## src/core/tpr_defines.vh

```
// tpr_defines.vh: register map, fields, resets and timing
`ifndef TPR_DEFINES_VH
`define TPR_DEFINES_VH

// ----------------------------------------------------------------------------
// register indices and byte addresses (index times four)
// ----------------------------------------------------------------------------
`define TPR_IDX_CTRL_A        8'h70
`define TPR_IDX_CTRL_B        8'h71
`define TPR_IDX_X_HIGH        8'h72
`define TPR_IDX_Y_HIGH        8'h73
`define TPR_IDX_XY_LOW        8'h74
`define TPR_ADDR_CTRL_A       {2'h0, `TPR_IDX_CTRL_A, 2'h0}
`define TPR_ADDR_CTRL_B       {2'h0, `TPR_IDX_CTRL_B, 2'h0}
`define TPR_ADDR_X_HIGH       {2'h0, `TPR_IDX_X_HIGH, 2'h0}
`define TPR_ADDR_Y_HIGH       {2'h0, `TPR_IDX_Y_HIGH, 2'h0}
`define TPR_ADDR_XY_LOW       {2'h0, `TPR_IDX_XY_LOW, 2'h0}
`define TPR_ADDR_W            12

// ----------------------------------------------------------------------------
// field positions
// ----------------------------------------------------------------------------
`define TPR_A_ENABLE          7
`define TPR_A_WAIT_HI         6
`define TPR_A_WAIT_LO         4
`define TPR_A_WAKE_EN         3
`define TPR_A_DIV_HI          2
`define TPR_A_DIV_LO          0
`define TPR_B_MANUAL          6
`define TPR_B_VREF_EXT        5
`define TPR_B_DEBOUNCE        2
`define TPR_B_MODE_HI         1
`define TPR_B_MODE_LO         0
`define TPR_L_DETECT          7

// ----------------------------------------------------------------------------
// reset values and masks
// ----------------------------------------------------------------------------
`define TPR_RST_CTRL_A        8'h00
`define TPR_RST_CTRL_B        8'h00
`define TPR_RST_COORD         8'h00
`define TPR_B_WR_MASK         8'h67
`define TPR_B_RO_ONES         8'h80

// ----------------------------------------------------------------------------
// phases and timing
// ----------------------------------------------------------------------------
`define TPR_PH_IDLE           2'h0
`define TPR_PH_WAIT           2'h1
`define TPR_PH_LATX           2'h2
`define TPR_PH_LATY           2'h3
`define TPR_WAIT_BASE         512
`define TPR_WAIT_W            17
`define TPR_DEBOUNCE_CYC      16

`endif

```

## src/core/tpr_sample_timer.v

```verilog
// tpr_sample_timer.v: adc data-ready wait counter
`timescale 1ns/1ps
`include "tpr_defines.vh"

module tpr_sample_timer #(
    parameter BASE = `TPR_WAIT_BASE,
    parameter W    = `TPR_WAIT_W
) (
    input  wire         clk,
    input  wire         rst_n,
    input  wire         ce,
    input  wire         start,
    input  wire [2:0]   code,
    output wire         busy,
    output reg          done
);

    reg  [W-1:0] cnt_reg;
    reg          run_reg;
    wire [W-1:0] load_val;

    // base << code cycles, minus one since the load cycle counts
    assign load_val = (BASE[W-1:0] << code) - {{(W-1){1'b0}}, 1'b1};
    assign busy     = run_reg;

    // start reloads even while running, so a re-entered phase waits in full
    always @(posedge clk or negedge rst_n) begin
        if (!rst_n) begin
            cnt_reg <= {W{1'b0}};
            run_reg <= 1'b0;
            done    <= 1'b0;
        end else if (ce) begin
            done <= 1'b0;
            if (start) begin
                cnt_reg <= load_val;
                run_reg <= 1'b1;
            end else if (run_reg) begin
                if (cnt_reg == {W{1'b0}}) begin
                    run_reg <= 1'b0;
                    done    <= 1'b1;
                end else begin
                    cnt_reg <= cnt_reg - {{(W-1){1'b0}}, 1'b1};
                end
            end
        end
    end

endmodule // tpr_sample_timer

```

## src/core/tpr_adc_clkdiv.v

```verilog
// tpr_adc_clkdiv.v: adc clock tick from the system clock
`timescale 1ns/1ps

module tpr_adc_clkdiv (
    input  wire         clk,
    input  wire         rst_n,
    input  wire         ce,
    input  wire         run,
    input  wire [2:0]   code,
    output reg          tick
);

    reg  [6:0] cnt_reg;
    wire [6:0] last;

    // terminal count 2^code - 1; code 0 ticks every cycle
    assign last = (7'h01 << code) - 7'h01;

    // a one-cycle tick per adc clock period keeps the block on one clock
    always @(posedge clk or negedge rst_n) begin
        if (!rst_n) begin
            cnt_reg <= 7'h00;
            tick    <= 1'b0;
        end else if (ce) begin
            if (!run) begin
                cnt_reg <= 7'h00;
                tick    <= 1'b0;
            end else if (cnt_reg >= last) begin
                cnt_reg <= 7'h00;
                tick    <= 1'b1;
            end else begin
                cnt_reg <= cnt_reg + 7'h01;
                tick    <= 1'b0;
            end
        end
    end

endmodule // tpr_adc_clkdiv

```

## src/core/tpr_touch_panel_readout.v

```verilog
// tpr_touch_panel_readout.v: touch panel readout with ahb-lite register slave
//
// Decided for this implementation: the AHB-Lite register port.
`timescale 1ns/1ps
`include "tpr_defines.vh"

module tpr_touch_panel_readout #(
    parameter WAIT_BASE    = `TPR_WAIT_BASE,
    parameter DEBOUNCE_CYC = `TPR_DEBOUNCE_CYC
) (
    input  wire         clk,
    input  wire         rstn,
    input  wire         ce,
    // ahb-lite slave
    input  wire         hsel,
    input  wire [31:0]  haddr,
    input  wire [1:0]   htrans,
    input  wire         hwrite,
    input  wire [2:0]   hsize,
    input  wire [31:0]  hwdata,
    input  wire         hready,
    output wire         hreadyout,
    output wire         hresp,
    output reg  [31:0]  hrdata,
    // panel and adc
    input  wire         touch_sense_n,
    input  wire         sleep_mode,
    input  wire [9:0]   adc_data,
    output reg          adc_enable,
    output reg          adc_run,
    output reg          adc_axis_y,
    output reg          adc_vref_ext,
    output wire         adc_clk_tick,
    output reg          touch_event,
    output reg          wake_req
);

    // ------------------------------------------------------------------------
    // reset release and pin synchronisers
    // ------------------------------------------------------------------------
    reg  rst_meta_reg;
    reg  rst_n_sync;
    reg  sense_meta_reg;
    reg  sense_sync_reg;

    // async assert, release through two flops
    always @(posedge clk or negedge rstn) begin
        if (!rstn) begin
            rst_meta_reg <= 1'b0;
            rst_n_sync   <= 1'b0;
        end else begin
            rst_meta_reg <= 1'b1;
            rst_n_sync   <= rst_meta_reg;
        end
    end

    // panel sense pin; idles high so detector reads one out of reset
    always @(posedge clk or negedge rst_n_sync) begin
        if (!rst_n_sync) begin
            sense_meta_reg <= 1'b1;
            sense_sync_reg <= 1'b1;
        end else if (ce) begin
            sense_meta_reg <= touch_sense_n;
            sense_sync_reg <= sense_meta_reg;
        end
    end

    // ------------------------------------------------------------------------
    // registers
    // ------------------------------------------------------------------------
    reg  [7:0] ctrl_a_reg;
    reg  [7:0] ctrl_b_reg;
    reg  [7:0] x_high_reg;
    reg  [7:0] y_high_reg;
    reg  [3:0] xy_low_reg;

    wire       panel_on   = ctrl_a_reg[`TPR_A_ENABLE];
    wire [2:0] wait_code  = ctrl_a_reg[`TPR_A_WAIT_HI:`TPR_A_WAIT_LO];
    wire       wake_en    = ctrl_a_reg[`TPR_A_WAKE_EN];
    wire [2:0] div_code   = ctrl_a_reg[`TPR_A_DIV_HI:`TPR_A_DIV_LO];
    wire       manual     = ctrl_b_reg[`TPR_B_MANUAL];
    wire       vref_ext   = ctrl_b_reg[`TPR_B_VREF_EXT];
    wire       deb_en     = ctrl_b_reg[`TPR_B_DEBOUNCE];
    wire [1:0] mode_code  = ctrl_b_reg[`TPR_B_MODE_HI:`TPR_B_MODE_LO];
    wire       touched    = ~sense_sync_reg;

    // ------------------------------------------------------------------------
    // ahb-lite slave: writes zero wait, reads one wait state
    // ------------------------------------------------------------------------
    reg                      wr_pend_reg;
    reg                      rd_pend_reg;
    reg  [`TPR_ADDR_W-1:0]   addr_reg;
    reg  [7:0]               rd_mux;
    wire                     addr_phase;
    wire                     wr_go;

    // a read waits one cycle so a write just before it is seen
    assign hreadyout  = ~rd_pend_reg;
    assign hresp      = 1'b0;
    assign addr_phase = hsel & htrans[1] & hready;
    assign wr_go      = wr_pend_reg & ce;

    // address phase capture; hsize is not checked, so any transfer size is taken
    always @(posedge clk or negedge rst_n_sync) begin
        if (!rst_n_sync) begin
            wr_pend_reg <= 1'b0;
            rd_pend_reg <= 1'b0;
            addr_reg    <= {`TPR_ADDR_W{1'b0}};
        end else if (ce) begin
            if (rd_pend_reg) begin
                rd_pend_reg <= 1'b0;
            end else begin
                wr_pend_reg <= addr_phase & hwrite;
                rd_pend_reg <= addr_phase & ~hwrite;
                if (addr_phase) begin
                    addr_reg <= haddr[`TPR_ADDR_W-1:0];
                end
            end
        end
    end

    // read mux; unmapped offsets read zero
    always @* begin
        case (addr_reg)
            `TPR_ADDR_CTRL_A: rd_mux = ctrl_a_reg;
            `TPR_ADDR_CTRL_B: rd_mux = (ctrl_b_reg & `TPR_B_WR_MASK) | `TPR_B_RO_ONES;
            `TPR_ADDR_X_HIGH: rd_mux = x_high_reg;
            `TPR_ADDR_Y_HIGH: rd_mux = y_high_reg;
            `TPR_ADDR_XY_LOW: rd_mux = {sense_sync_reg, 3'h0, xy_low_reg};
            default:          rd_mux = 8'h00;
        endcase
    end

    // read data loaded in the wait cycle
    always @(posedge clk or negedge rst_n_sync) begin
        if (!rst_n_sync) begin
            hrdata <= 32'h00000000;
        end else if (ce && rd_pend_reg) begin
            hrdata <= {24'h000000, rd_mux};
        end
    end

    // ------------------------------------------------------------------------
    // phase sequencer
    // ------------------------------------------------------------------------
    localparam PH_IDLE = `TPR_PH_IDLE;
    localparam PH_WAIT = `TPR_PH_WAIT;
    localparam PH_LATX = `TPR_PH_LATX;
    localparam PH_LATY = `TPR_PH_LATY;

    reg  [1:0] phase_reg;
    reg  [1:0] phase_next;
    reg        start_next;
    wire       smp_done;
    wire       smp_busy;

    // manual follows the code; auto walks wait, x, y
    always @* begin
        phase_next = phase_reg;
        start_next = 1'b0;
        if (!panel_on) begin
            phase_next = PH_IDLE;
        end else if (manual) begin
            phase_next = mode_code;
            // latch entry starts a full wait
            if (mode_code[1] && mode_code != phase_reg) begin
                start_next = 1'b1;
            end
        end else begin
            case (phase_reg)
                PH_IDLE: begin
                    phase_next = PH_WAIT;
                end
                PH_WAIT: begin
                    if (touched) begin
                        phase_next = PH_LATX;
                        start_next = 1'b1;
                    end
                end
                PH_LATX: begin
                    if (smp_done) begin
                        phase_next = PH_LATY;
                        start_next = 1'b1;
                    end
                end
                PH_LATY: begin
                    if (smp_done) begin
                        phase_next = PH_WAIT;
                    end
                end
                default: begin
                    phase_next = PH_IDLE;
                end
            endcase
        end
    end

    reg  start_reg;

    always @(posedge clk or negedge rst_n_sync) begin
        if (!rst_n_sync) begin
            phase_reg <= PH_IDLE;
            start_reg <= 1'b0;
        end else if (ce) begin
            phase_reg <= phase_next;
            start_reg <= start_next;
        end
    end

    tpr_sample_timer #(
        .BASE (WAIT_BASE),
        .W    (`TPR_WAIT_W)
    ) u_timer (
        .clk   (clk),
        .rst_n (rst_n_sync),
        .ce    (ce),
        .start (start_reg),
        .code  (wait_code),
        .busy  (smp_busy),
        .done  (smp_done)
    );

    tpr_adc_clkdiv u_div (
        .clk   (clk),
        .rst_n (rst_n_sync),
        .ce    (ce),
        .run   (smp_busy),
        .code  (div_code),
        .tick  (adc_clk_tick)
    );

    // adc control levels: enable and vref from the registers, run from the timer, axis from the phase
    always @(posedge clk or negedge rst_n_sync) begin
        if (!rst_n_sync) begin
            adc_enable   <= 1'b0;
            adc_run      <= 1'b0;
            adc_axis_y   <= 1'b0;
            adc_vref_ext <= 1'b0;
        end else if (ce) begin
            adc_enable   <= panel_on;
            adc_run      <= smp_busy;
            adc_axis_y   <= (phase_reg == PH_LATY);
            adc_vref_ext <= vref_ext;
        end
    end

    // ------------------------------------------------------------------------
    // register writes and coordinate latching
    // ------------------------------------------------------------------------
    wire lat_x = smp_done & (phase_reg == PH_LATX);
    wire lat_y = smp_done & (phase_reg == PH_LATY);

    // a hardware latch beats a same-cycle write
    always @(posedge clk or negedge rst_n_sync) begin
        if (!rst_n_sync) begin
            ctrl_a_reg <= `TPR_RST_CTRL_A;
            ctrl_b_reg <= `TPR_RST_CTRL_B;
            x_high_reg <= `TPR_RST_COORD;
            y_high_reg <= `TPR_RST_COORD;
            xy_low_reg <= 4'h0;
        end else if (ce) begin
            if (wr_go && addr_reg == `TPR_ADDR_CTRL_A) begin
                ctrl_a_reg <= hwdata[7:0];
            end
            if (wr_go && addr_reg == `TPR_ADDR_CTRL_B) begin
                ctrl_b_reg <= hwdata[7:0] & `TPR_B_WR_MASK;
            end
            if (lat_x) begin
                x_high_reg      <= adc_data[9:2];
                xy_low_reg[1:0] <= adc_data[1:0];
            end else if (wr_go && addr_reg == `TPR_ADDR_X_HIGH) begin
                x_high_reg <= hwdata[7:0];
            end
            if (lat_y) begin
                y_high_reg      <= adc_data[9:2];
                xy_low_reg[3:2] <= adc_data[1:0];
            end else if (wr_go && addr_reg == `TPR_ADDR_Y_HIGH) begin
                y_high_reg <= hwdata[7:0];
            end
            if (wr_go && addr_reg == `TPR_ADDR_XY_LOW) begin
                if (!lat_x) begin
                    xy_low_reg[1:0] <= hwdata[1:0];
                end
                if (!lat_y) begin
                    xy_low_reg[3:2] <= hwdata[3:2];
                end
            end
        end
    end

    // ------------------------------------------------------------------------
    // interrupt path: optional de-bounce, event pulse and wake request
    // ------------------------------------------------------------------------
    localparam DEB_W = 8;

    reg  [DEB_W-1:0] deb_cnt_reg;
    reg              deb_lvl_reg;
    reg              irq_lvl_prev_reg;
    wire             irq_lvl;

    // level must hold for the full count
    always @(posedge clk or negedge rst_n_sync) begin
        if (!rst_n_sync) begin
            deb_cnt_reg <= {DEB_W{1'b0}};
            deb_lvl_reg <= 1'b0;
        end else if (ce) begin
            if (touched == deb_lvl_reg) begin
                deb_cnt_reg <= {DEB_W{1'b0}};
            end else if (deb_cnt_reg == DEBOUNCE_CYC[DEB_W-1:0] - 8'h01) begin
                deb_cnt_reg <= {DEB_W{1'b0}};
                deb_lvl_reg <= touched;
            end else begin
                deb_cnt_reg <= deb_cnt_reg + 8'h01;
            end
        end
    end

    assign irq_lvl = deb_en ? deb_lvl_reg : touched;

    // events only in the wait phase
    always @(posedge clk or negedge rst_n_sync) begin
        if (!rst_n_sync) begin
            irq_lvl_prev_reg <= 1'b0;
            touch_event      <= 1'b0;
            wake_req         <= 1'b0;
        end else if (ce) begin
            irq_lvl_prev_reg <= irq_lvl;
            touch_event      <= irq_lvl & ~irq_lvl_prev_reg & (phase_reg == PH_WAIT);
            wake_req         <= panel_on & wake_en & sleep_mode & irq_lvl;
        end
    end

endmodule // tpr_touch_panel_readout

```

## config.mk

```make
export PLATFORM = sky130hd
export DESIGN_NAME = tpr_touch_panel_readout
export DESIGN_NICKNAME = d
export VERILOG_FILES = /design/src/core/tpr_sample_timer.v /design/src/core/tpr_adc_clkdiv.v /design/src/core/tpr_touch_panel_readout.v
export VERILOG_INCLUDE_DIRS = /design/src /design/src/core
export SDC_FILE = /design/constraint.sdc
export NUM_CORES = 1
export LEC_CHECK = 0
export BUFFER_PORTS_ARGS = -buffer_cell sky130_fd_sc_hd__buf_4
export CELL_PAD_IN_SITES_DETAIL_PLACEMENT = 1
export CELL_PAD_IN_SITES_GLOBAL_PLACEMENT = 2
export CORE_MARGIN = 3
export CORE_UTILIZATION = 38
export CTS_BUF_LIST = sky130_fd_sc_hd__clkbuf_2
export CTS_CLUSTER_DIAMETER = 150
export DETAILED_ROUTE_END_ITERATION = 10
export HOLD_SLACK_MARGIN = 0.02
export MAX_ROUTING_LAYER = met4
export PLACE_DENSITY_LB_ADDON = 0.12
export SLEW_MARGIN = 20
export SYNTH_ARGS = -nofsm -noshare
export SYNTH_HDL_FRONTEND = slang
export SYNTH_SLANG_ARGS = --single-unit
```

## constraint.sdc

```tcl
create_clock -name clk -period 7.85 [get_ports clk]
set_input_delay 1.57 -clock clk [delete_from_list [all_inputs] [get_ports clk]]
set_output_delay 1.57 -clock clk [all_outputs]
set_load 0.01 [all_outputs]
```

==> metrics.md, run 1 <==
| Metric | Value |
|---|---|
| Outcome | `completed` |
| Cell Area, Synth | `0.00594 mm^2` |
| Pre-CTS WS | `4.20 ns` |
| Clock transition at path regs | `0.35 ns` |
| Max IR drop VDD | `0.000117 V` |
| Die height | `131 um` |
| Critical path type | `reg -> reg` |
| Initial Util | `0.389` |
| First-pass GRT wire length | `26,000 um` |
| Post-placement cell area | `0.00640 mm^2` |
| Final slew viol count | `0` |
| Startpoint Class | `flop` |
| Worst Path Arrival | `4.03 ns` |
| Max Cap Violations | `0` |
| Die Wd | `131 um` |
| Final Setup Violations | `0` |
| Port buffer count | `54` |
| First-pass detailed-route iteration total | `4` |
| Critical path capture point type | `flop` |
| Final hold vios | `0` |
| Area share of the largest cell type after synthesis | `0.434` |
| Post-detail-place hpwl | `11,100 um` |
| Clock Path Buffers | `2` |
| Unrepaired setup endpoints after global routing | `false` |
| Synth top area cells | `dfrtp_1 (43%), mux2_2 (5.9%), o21ai_0 (3.5%)` |
| Root Driver | `clkbuf_2` |
| Max reg flops | `17` |
| Post CTS Setup Buffer Count | `0` |
| Max H-tree Level | `3` |
| Crit path time final | `3.47 ns` |
| Syn_area_per_cell | `10.0 um^2` |
| Iteration-0 DRC count of the detailed router | `238` |
| WL per Instance | `18.7 um` |
| Synth async-reset ratio | `1.00` |
| Area grow syn2layout | `9.72%` |
| CTS Hold Buffers Added | `0` |
| Vias per cell | `5.58` |
| Vias in the first global route | `4,964` |
| Grt total ovfl | `0` |
| Worst reg2reg path depth | `8` |
| Design Area, Final | `0.00651 mm^2` |
| Final core occ | `0.427` |
| CTS buffer count | `9` |
| GPL Wtd Cong | `0.776` |
| Reg2Reg Launch Point | `start_reg` |
| Final net count | `729` |
| PD cells | `195 mW/mm^2` |
| Final wirelength | `15,700 um` |
| Worst slew pin tran | `0.992 ns` |
| CP Max Fanout | `28` |
| Seq/Total Area, Yosys | `0.443` |
| Post-synth EDFFs | `0` |
| Syn. warnings | `0` |
| Filler cells | `1,747` |
| Die Area | `0.0172 mm^2` |
| Detailed-route DRC error count | `0` |
| Final setup margin | `4.38 ns` |
| Site Rows | `45` |
| CTS tree | `built` |
| Yosys cell types | `76` |
| Post-cts gate resize count | `0` |
| Final antenna-violating net count | `0` |
| Synth Flop Type | `dfrtp_1` |
| Critical path data required time | `8.41 ns` |
| Largest net degree at the start of global routing | `74` |
| Fmax | `288 MHz` |
| Initial antenna violation count | `1` |
| Clk sinks | `105` |
| Reg2reg end | `u_timer.cnt_reg[12]` |
| Syn Inst Count | `592` |
| Leak | `2.87 nW` |
| Overall routing resource usage | `0.199` |
| Worst Skew | `0.0501 ns` |
| DR vias | `4,707` |
| Worst skew pair latency | `0.65 ns` |
| Slew margin rel. | `0.335` |
| Setup_tns | `0 ns` |
| Fin crit share | `0.442` |
| Fraction of layout cells with a size suffix above 1 | `0.209` |
| R2R Setup Slk | `4.38 ns` |
| Overall Power | `1.27 mW` |
| I/O pins | `128` |
| Core Area | `0.0153 mm^2` |
| Number of synthesized register bits | `105` |
| Path type of the worst min-delay path | `reg -> async` |
| Post-synth top area cell | `dfrtp_1` |
[logic make-up (layout without fill, tap and decap cells)]
| kind of cell | count (synthesis) | count (layout) | synth area share |
|---|---|---|---|
| and+or+nand+nor | 192 | 192 | 0.186 |
| other | 2 | 27 | 0.00127 |
| muxes | 42 | 42 | 0.0816 |
| adders and majority gates | 15 | 15 | 0.0316 |
| AOI/OAI and AO/OA | 158 | 158 | 0.184 |
| xor gates and xnor gates | 7 | 7 | 0.0103 |
| buffers and inverters | 71 | 87 | 0.0618 |
| DFF | 105 | 105 | 0.443 |
[layout by cell type (no fill, tap or decap), types with 4 or more instances in the layout]
master	n
a2bb2oi_1	16
mux2i_1	9
nand4_1	6
and3_1	8
buf_4	56
conb_1	26
o22ai_1	17
o21ai_0	41
inv_1	14
o2bb2ai_1	9
nand2_1	52
clkbuf_2	10
a21o_1	9
nor2_1	31
a22oi_1	4
or3_1	5
ha_1	15
dfrtp_1	102
nor3b_1	8
xor2_1	4
mux2_2	31
nor2b_1	5
nor3_1	13
a21oi_1	24
nand3_1	31
[worst max-delay path: stages, from the launching register on]
cell and delay (ns):
dfrtp_1 1.06, inv_1 0.53, nand2_1 0.17, ha_1 0.39
nor3b_1 0.30, nand2_1 0.22, and4b_1 0.23, or3_1 0.35
o221a_2 0.13
[through the flow]
step / hold slack [ns] / std cells
after detailed placement: 0.274 / 827
after global routing: 0.271 / 844
after floorplan: 0.331 / 616
after global placement: 0.273 / 827
final: 0.249 / 844
after CTS: 0.271 / 843
[how the worst max path moves through the flow]
stage / startpoint / to / slack [ns]
floorplan: rst_n_sync / adc_axis_y / 4.71
global placement: ce / hrdata[5] / 4.22
detailed placement: ce / hrdata[5] / 4.20
CTS: start_reg / u_timer.cnt_reg[12] / 4.42
global route: start_reg / u_timer.cnt_reg[14] / 4.03
finish: start_reg / u_timer.cnt_reg[12] / 4.38
[final cells by class]
cell class / instances / area [um^2] / share of cell area
inverters: 15 / 56.3 / 0.00865
multi-input cells: 440 / 3030 / 0.465
flip-flops and latches: 105 / 2630 / 0.404
diodes: 1 / 2.50 / 0.000384
repair buffers: 56 / 420 / 0.0646
clock buffers: 10 / 50.0 / 0.00768
well taps: 211 / 264 / 0.0405
clock inverters: 6 / 56.3 / 0.00865
[where the power goes]
group | total, mW | switching [mW] | internal, mW
clock | 0.258 | 0.207 | 0.0513
combinational | 0.300 | 0.160 | 0.140
sequential | 0.709 | 0.0997 | 0.609
total | 1.27 | 0.466 | 0.801
[synth_stat cells (all sizes together) (8+ instances only)]
master / n
a21o: 9
a21oi: 27
a2bb2oi: 16
and3: 8
buf: 31
clkbuf: 25
dfrtp: 103
ha: 15
inv: 15
mux2: 31
mux2i: 9
nand2: 54
nand3: 32
nand4: 8
nor2: 31
nor3: 15
nor3b: 8
o21ai: 44
o22ai: 17
o2bb2ai: 9
[routing by layer]
layer / wire (um) / share of wire / global-route usage
met5: 0 / 0 / -
met4: 215 / 0.014 / 0.0442
met3: 633 / 0.040 / 0.0419
met2: 7570 / 0.48 / 0.309
met1: 7320 / 0.46 / 0.268
Power figures use the tool's default switching activity.
==> run 2: changes to the inputs <==
--- a/config.mk
+++ b/config.mk
@@ -10,7 +10,7 @@
 export CELL_PAD_IN_SITES_DETAIL_PLACEMENT = 1
 export CELL_PAD_IN_SITES_GLOBAL_PLACEMENT = 2
 export CORE_MARGIN = 3
-export CORE_UTILIZATION = 38
+export CORE_UTILIZATION = 35
 export CTS_BUF_LIST = sky130_fd_sc_hd__clkbuf_2
 export CTS_CLUSTER_DIAMETER = 150
 export DETAILED_ROUTE_END_ITERATION = 10
==> constraint.sdc (replaced) <==
create_clock -name clk -period 3.34 [get_ports clk]
set_input_delay 0.668 -clock clk [delete_from_list [all_inputs] [get_ports clk]]
set_output_delay 0.668 -clock clk [all_outputs]
set_load 0.01 [all_outputs]
==> metrics.md, run 2 (synthesis gave the netlist of run 1 again) <==
| Metric | Value |
|---|---|
| Outcome | `completed` |
| Core Area | `0.0162 mm^2 (+6.4%)` |
| Worst slew pin tran | `0.854 ns (-0.138 ns)` |
| Commonest non-fill, non-tap cell in the layout | `dfrtp_1` |
| Fraction of layout cells with a size suffix above 1 | `0.224 (+0.0151)` |
| Initial antenna violation count | `0 (-1)` |
| Fin crit share | `0.930 (+0.489)` |
| Path type of the worst min-delay path | `in -> reg` |
| GPL Wtd Cong | `0.813 (+4.7%)` |
| Max IR drop VDD | `0.000328 V (+180%)` |
| PD cells | `457 mW/mm^2 (+130%)` |
| Startpoint Class | `flop` |
| Register area | `0.00263 mm^2 (unchanged)` |
| Worst Skew | `0.0269 ns (-0.0231 ns)` |
| CTS tree | `built` |
| First-pass GRT wire length | `26,700 um (+2.7%)` |
| Fmax | `322 MHz (+12%)` |
| Share of power burned in the clock network | `0.210 (+0.006)` |
| Port buffer count | `54 (unchanged)` |
| Die Wd | `136 um (+4.0%)` |
| Post-detail-place hpwl | `11,700 um (+5.1%)` |
| DR vias | `4,697 (-0.21%)` |
| Slew margin rel. | `0.431 (+0.0960)` |
| Leak | `2.93 nW (+2.0%)` |
| Critical path capture point type | `flop` |
| Filler cells | `1,870 (+7.0%)` |
| CP Max Fanout | `6 (-79%)` |
| First-pass detailed-route iteration total | `4 (unchanged)` |
| Iteration-0 DRC count of the detailed router | `243 (+2.1%)` |
| I/O pins | `128 (unchanged)` |
| Worst Path Arrival | `3.70 ns (-0.33 ns)` |
| Initial Util | `0.366 (-0.0233)` |
| Largest net degree at the start of global routing | `59 (-20%)` |
| Logic pwr share | `0.237 (about the same)` |
| Multi-input logic area | `0.00304 mm^2 (+0.29%)` |
| Detailed-route DRC error count | `0 (unchanged)` |
| Unrepaired setup endpoints after global routing | `false` |
| Die height | `136 um (+4.0%)` |
| Area grow syn2layout | `11.6%` |
| Clock Path Buffers | `2 (unchanged)` |
| Post CTS Setup Buffer Count | `0 (unchanged)` |
| Root Driver | `clkbuf_2` |
| CTS buffer count | `9 (unchanged)` |
| Cell internal pwr | `1.95 mW (+140%)` |
| Final core occ | `0.408 (-0.0189)` |
| Crit-path leading delay family | `compound AO/OA/AOI/OAI gates` |
| CP max stage cell | `dfrtp_1` |
| Cell Chain, Critical Path | `or3_1 -> ha_1 -> nor3_1 -> a21o_1 -> a21oi_1 -> ha_1 -> a21o_1 -> a21o_1 -> a211oi_2 -> o21ai_0 -> o21ai_0 -> a21o_1` |
| Switching Power | `1.08 mW (+130%)` |
| Critical path's largest stage delay | `0.44 ns (-0.62 ns)` |
| Final hold vios | `0 (unchanged)` |
| Grt total ovfl | `0 (unchanged)` |
| Bufs and invs on worst path | `0 (-1)` |
| Max reg flops | `17 (unchanged)` |
| Overall routing resource usage | `0.188 (-0.0110)` |
| Critical path type | `reg -> reg` |
| CP dominant cell by count | `a21o_1` |
| Final slew viol count | `0 (unchanged)` |
| Crit path time final | `3.11 ns (-0.359 ns)` |
| Final net count | `740 (+1.5%)` |
| Commonest cells after routing, fill and taps aside | `dfrtp_1 (102), buf_4 (66), nand2_1 (52), o21ai_0 (40)` |
| Final antenna-violating net count | `0 (unchanged)` |
| WL per Instance | `19.0 um (+1.7%)` |
| Switching Share | `0.356 (-0.0116)` |
| Worst skew pair latency | `0.62 ns (-0.03 ns)` |
| Setup_tns | `0 ns (unchanged)` |
| Final Setup Violations | `0 (unchanged)` |
| Critical path data required time | `3.94 ns (-4.47 ns)` |
| Site Rows | `46 (+2.2%)` |
| Sequential Power Share | `0.553 (-0.006)` |
| Die Area | `0.0186 mm^2 (+8.2%)` |
| Clock transition at path regs | `0.30 ns (-0.05 ns)` |
| Final wirelength | `16,300 um (+3.5%)` |
| Max Cap Violations | `0 (unchanged)` |
| Max H-tree Level | `3 (unchanged)` |
| Vias per cell | `5.47 (-2.0%)` |
| Vias in the first global route | `4,998 (+0.68%)` |
| Hold_ws | `0.182 ns (-0.0670 ns)` |
| Clk sinks | `105 (unchanged)` |
| Antenna fix cells | `0 (-1)` |
-- run 2: what timing repair did --
item,in CTS,in global routing
endpoints found under the setup margin,0,7
hold buffers,1,0
hold endpoints to repair,2,0
resized for setup,0,3
-- run 2: worst register-to-register path: stages (launching register included) --
cell and delay [ns]:
dfrtp_1 0.44, or3_1 0.40, ha_1 0.27, nor3_1 0.22, a21o_1 0.11, a21oi_1 0.07, ha_1 0.29, a21o_1 0.16
a21o_1 0.20, a211oi_2 0.33, o21ai_0 0.23, o21ai_0 0.21, a21o_1 0.14
-- run 2: metal layers --
layer  wire length (um)  share of wire  GRT usage  vias to the layer above
li1                   -              -          -                     2232
met1               7500           0.46      0.239                     2365
met2               8150           0.50      0.312                       84
met3                447          0.027     0.0370                       16
met4                197          0.012     0.0398                        0
met5                  0              0          -                        -
-- run 2: area by class of cell --
type / count / share of cell area
multi-input combinational: 440 / 0.459
sequential: 105 / 0.398
timing repair buffer: 67 / 0.0763
tap: 216 / 0.0408
clock inverter: 6 / 0.0102
inverter: 15 / 0.00850
clock buffer: 10 / 0.00756
-- run 2: stage by stage --
stage | instance area, um^2 | total power, mW | cells | setup WS [ns]
2_1_floorplan | 6030 | 2.18 | 616 | 0.202
3_3_place_gp | 6480 | 2.38 | 842 | 0.272
3_5_place_dp | 6480 | 2.41 | 842 | 0.122
4_1_cts | 6610 | 3.07 | 859 | 0.0327
5_1_grt | 6620 | 3.23 | 859 | 0.00315
6_report | 6620 | 3.02 | 859 | 0.233
-- run 2: power groups by stage --
| stage | Clock [mW] | Combinational (mW) | Sequential [mW] |
|---|---|---|---|
| 2_1_floorplan | 0 | 0.567 | 1.61 |
| 3_3_place_gp | 0 | 0.694 | 1.68 |
| 3_5_place_dp | 0 | 0.717 | 1.70 |
| 4_1_cts | 0.674 | 0.723 | 1.67 |
| 5_1_grt | 0.722 | 0.800 | 1.71 |
| 6_report | 0.635 | 0.716 | 1.67 |
-- run 2: final timing paths --
check	cells after the start	slack, ns	start	to
setup / recovery	12	0.23	ctrl_a_reg[1]	u_div.cnt_reg[4]
hold / removal	2	0.18	hwrite	rd_pend_reg
setup reg to reg	12	0.23	ctrl_a_reg[1]	u_div.cnt_reg[4]
hold reg to reg	0	0.41	rst_meta_reg	rst_n_sync
max in group asynchronous	1	2.05	rst_n_sync	sense_sync_reg
min in group asynchronous	2	0.29	rstn	rst_n_sync
==> run 3: changes to the inputs <==
--- a/config.mk
+++ b/config.mk
@@ -6,11 +6,12 @@
 export SDC_FILE = /design/constraint.sdc
 export NUM_CORES = 1
 export LEC_CHECK = 0
+export ABC_AREA = 1
 export BUFFER_PORTS_ARGS = -buffer_cell sky130_fd_sc_hd__buf_4
 export CELL_PAD_IN_SITES_DETAIL_PLACEMENT = 1
 export CELL_PAD_IN_SITES_GLOBAL_PLACEMENT = 2
 export CORE_MARGIN = 3
-export CORE_UTILIZATION = 35
+export CORE_UTILIZATION = 33
 export CTS_BUF_LIST = sky130_fd_sc_hd__clkbuf_2
 export CTS_CLUSTER_DIAMETER = 150
 export DETAILED_ROUTE_END_ITERATION = 10
@@ -20,4 +21,5 @@
 export SLEW_MARGIN = 20
 export SYNTH_ARGS = -nofsm -noshare
 export SYNTH_HDL_FRONTEND = slang
+export SYNTH_HIERARCHICAL = 1
 export SYNTH_SLANG_ARGS = --single-unit
==> metrics.md, run 3 <==
| Metric | Value |
|---|---|
| Outcome | `completed` |
| Post-synth EDFFs | `0 (unchanged)` |
| Hold_ws | `0.200 ns (+0.0186 ns)` |
| Post-detail-place hpwl | `12,900 um (+10%)` |
| Port buffer count | `54 (unchanged)` |
| Final slew viol count | `0 (unchanged)` |
| Leak | `3.45 nW (+18%)` |
| Max reg flops | `17 (unchanged)` |
| PD cells | `485 mW/mm^2 (+6.2%)` |
| Initial antenna violation count | `0 (unchanged)` |
| Fraction of layout cells with a size suffix above 1 | `0.171 (-0.0532)` |
| Overall Power | `3.32 mW (+9.8%)` |
| Die Wd | `143 um (+5.2%)` |
| Final hold vios | `0 (unchanged)` |
| Critical path capture point type | `flop` |
| Post-cts gate resize count | `0 (unchanged)` |
| Area share of the largest cell type after synthesis | `0.414 (-0.0202)` |
| Startpoint Class | `flop` |
| Die height | `143 um (+5.2%)` |
| Iteration-0 DRC count of the detailed router | `256 (+5.3%)` |
| Number of synthesized register bits | `105 (unchanged)` |
| Switching Power | `1.25 mW (+16%)` |
| Unrepaired setup endpoints after global routing | `false` |
| Logic pwr share | `0.302 (+0.065)` |
| I/O pins | `128 (unchanged)` |
| Commonest non-fill, non-tap cell in the layout | `nand2_1` |
| Overall routing resource usage | `0.178 (-0.00973)` |
| Area grow syn2layout | `9.99%` |
| Largest net degree at the start of global routing | `54 (-8.5%)` |
| Switching Share | `0.375 (+0.0186)` |
| Crit path time final | `2.19 ns (-0.918 ns)` |
| Hold Startpoint | `hwrite` |
| Share of power burned in the clock network | `0.217 (+0.007)` |
| Commonest cells after routing, fill and taps aside | `nand2_1 (194), dfrtp_1 (102), nor2_1 (85), nand3_1 (80), inv_1 (72)` |
| Fin crit share | `0.655 (-0.275)` |
| Synth Flop Type | `dfrtp_1` |
| Worst slew pin tran | `0.745 ns (-0.109 ns)` |
| Post-synth top area cell | `dfrtp_1` |
| Cell Area, Synth | `0.00623 mm^2 (+4.9%)` |
| WL per Instance | `15.7 um (-17%)` |
| Worst Path Arrival | `2.74 ns (-0.96 ns)` |
| Site Rows | `49 (+6.5%)` |
| Max Cap Violations | `0 (unchanged)` |
| Vias in the first global route | `5,532 (+11%)` |
| Die Area | `0.0206 mm^2 (+11%)` |
| Final net count | `944 (+28%)` |
| Antenna fix cells | `0 (unchanged)` |
| Sequential Power Share | `0.481 (-0.072)` |
| Grt total ovfl | `0 (unchanged)` |
| Max H-tree Level | `3 (unchanged)` |
| GPL Wtd Cong | `0.835 (+2.6%)` |
| Slew margin rel. | `0.503 (+0.0728)` |
| Syn_area_per_cell | `7.84 um^2 (-22%)` |
| Synth top area cells | `dfrtp_1 (41%), nand2_1 (12%), nand3_1 (6.4%)` |
| Root Driver | `clkbuf_2` |
| Critical path type | `reg -> reg` |
| Final Setup Violations | `0 (unchanged)` |
| Detailed-route DRC error count | `0 (unchanged)` |
| Syn. warnings | `6 (+6)` |
| Worst skew pair latency | `0.64 ns (+0.02 ns)` |
| Path type of the worst min-delay path | `in -> reg` |
| Final core occ | `0.375 (-0.0331)` |
| Seq/Total Area, Yosys | `0.422 (-0.0207)` |
| Max IR drop VDD | `0.000171 V (-48%)` |
| CP Max Fanout | `18 (+12)` |
| Clk sinks | `105 (unchanged)` |
| Reg2Reg Launch Point | `start_reg` |
| Clock transition at path regs | `0.31 ns (about the same)` |
| Syn Inst Count | `794 (+34%)` |
| First-pass detailed-route iteration total | `5 (+1)` |
| CTS buffer count | `9 (unchanged)` |
| Filler cells | `2,269 (+21%)` |
| Synth async-reset ratio | `1.00 (unchanged)` |
| Commonest cells post-synth | `nand2_1 (194), dfrtp_1 (103), nor2_1 (85), nand3_1 (80), inv_1 (72)` |
| Initial Util | `0.341 (-0.0249)` |
| First-pass GRT wire length | `28,300 um (+5.7%)` |
| Critical path data required time | `3.89 ns (-0.05 ns)` |
| Fmax | `457 MHz (+42%)` |
| Core Area | `0.0183 mm^2 (+13%)` |
| Most instantiated library cell after synthesis | `nand2_1` |
| Final antenna-violating net count | `0 (unchanged)` |
| DR vias | `5,276 (+12%)` |
| Vias per cell | `4.89 (-10%)` |
| Yosys cell types | `43 (-43%)` |
| CTS tree | `built` |
| Critical Path Source | `start_reg` |
| Worst Skew | `0.0452 ns (+0.0183 ns)` |
| Setup_tns | `0 ns (unchanged)` |
| Cell internal pwr | `2.07 mW (+6.6%)` |
| Clock Path Buffers | `2 (unchanged)` |
| Final wirelength | `16,900 um (+3.6%)` |
## run 3: stage by stage
stage	instances	setup slack, ns	instance area (um^2)
finish	1078	1.15	6850
CTS	1078	1.12	6850
floorplan	818	0.202	6320
detailed placement	1061	1.04	6700
global placement	1061	1.09	6700
global route	1078	0.869	6850
## run 3: timing repair
item / CTS / global route
hold buffers: 1 / 0
endpoints found under the hold margin: 2 / 0
setup buffers: 0 / 0
## run 3: layout make-up
type / instances / area (um^2) / area share
Inverter: 80 / 307 / 0.0448
Multi-Input combinational cell: 590 / 3040 / 0.444
Timing Repair Buffer: 58 / 438 / 0.0640
Clock inverter: 5 / 86.3 / 0.0126
Tap cell: 229 / 287 / 0.0418
Sequential cell: 105 / 2630 / 0.385
Clock buffer: 11 / 55.1 / 0.00804
## run 3: cells by family (layout without fill, tap and decap cells)
group | Yosys count | in the layout | share of synthesized area
muxes | 7 | 7 | 0.0127
and+or+nand+nor | 419 | 419 | 0.315
adders and majority gates | 13 | 13 | 0.0261
buffers and inverters | 123 | 154 | 0.103
xor gates and xnor gates | 14 | 14 | 0.0197
DFF | 105 | 105 | 0.422
other | 2 | 26 | 0.00121
AOI/OAI and AO/OA | 111 | 111 | 0.0997
## run 3: worst paths after layout
check / to / slack, ns / cells after the start
max in group asynchronous: sense_sync_reg / 1.98 / 1
worst min register to register: rst_n_sync / 0.40 / 0
worst min-delay path: rd_pend_reg / 0.20 / 2
worst max-delay path: u_timer/cnt_reg[8] / 1.15 / 6
worst max register to register: u_timer/cnt_reg[8] / 1.15 / 6
min in group asynchronous: rst_n_sync / 0.28 / 2
## run 3: per-layer routing
metal	share of wire	GRT usage	vias up
li1	-	-	2625
met1	0.45	0.220	2575
met2	0.51	0.306	65
met3	0.027	0.0329	11
met4	0.012	0.0357	0
met5	0	-	-
## run 3: critical path, cell delays in order (launching register included)
cell	delay [ns]
dfrtp_1	0.73
inv_6	0.18
nand3_1	0.14
nand3_2	0.33
inv_2	0.44
o21ai_0	0.17
o21ai_0	0.12
## run 3: power by group through the flow
| stage | sequential (mW) | clock [mW] | combinational [mW] |
|---|---|---|---|
| 2_1_floorplan | 1.59 | 0 | 0.769 |
| 3_3_place_gp | 1.62 | 0 | 0.982 |
| 5_1_grt | 1.63 | 0.808 | 1.15 |
| 3_5_place_dp | 1.62 | 0 | 1.01 |
| 4_1_cts | 1.60 | 0.762 | 1.02 |
| 6_report | 1.60 | 0.721 | 1.00 |
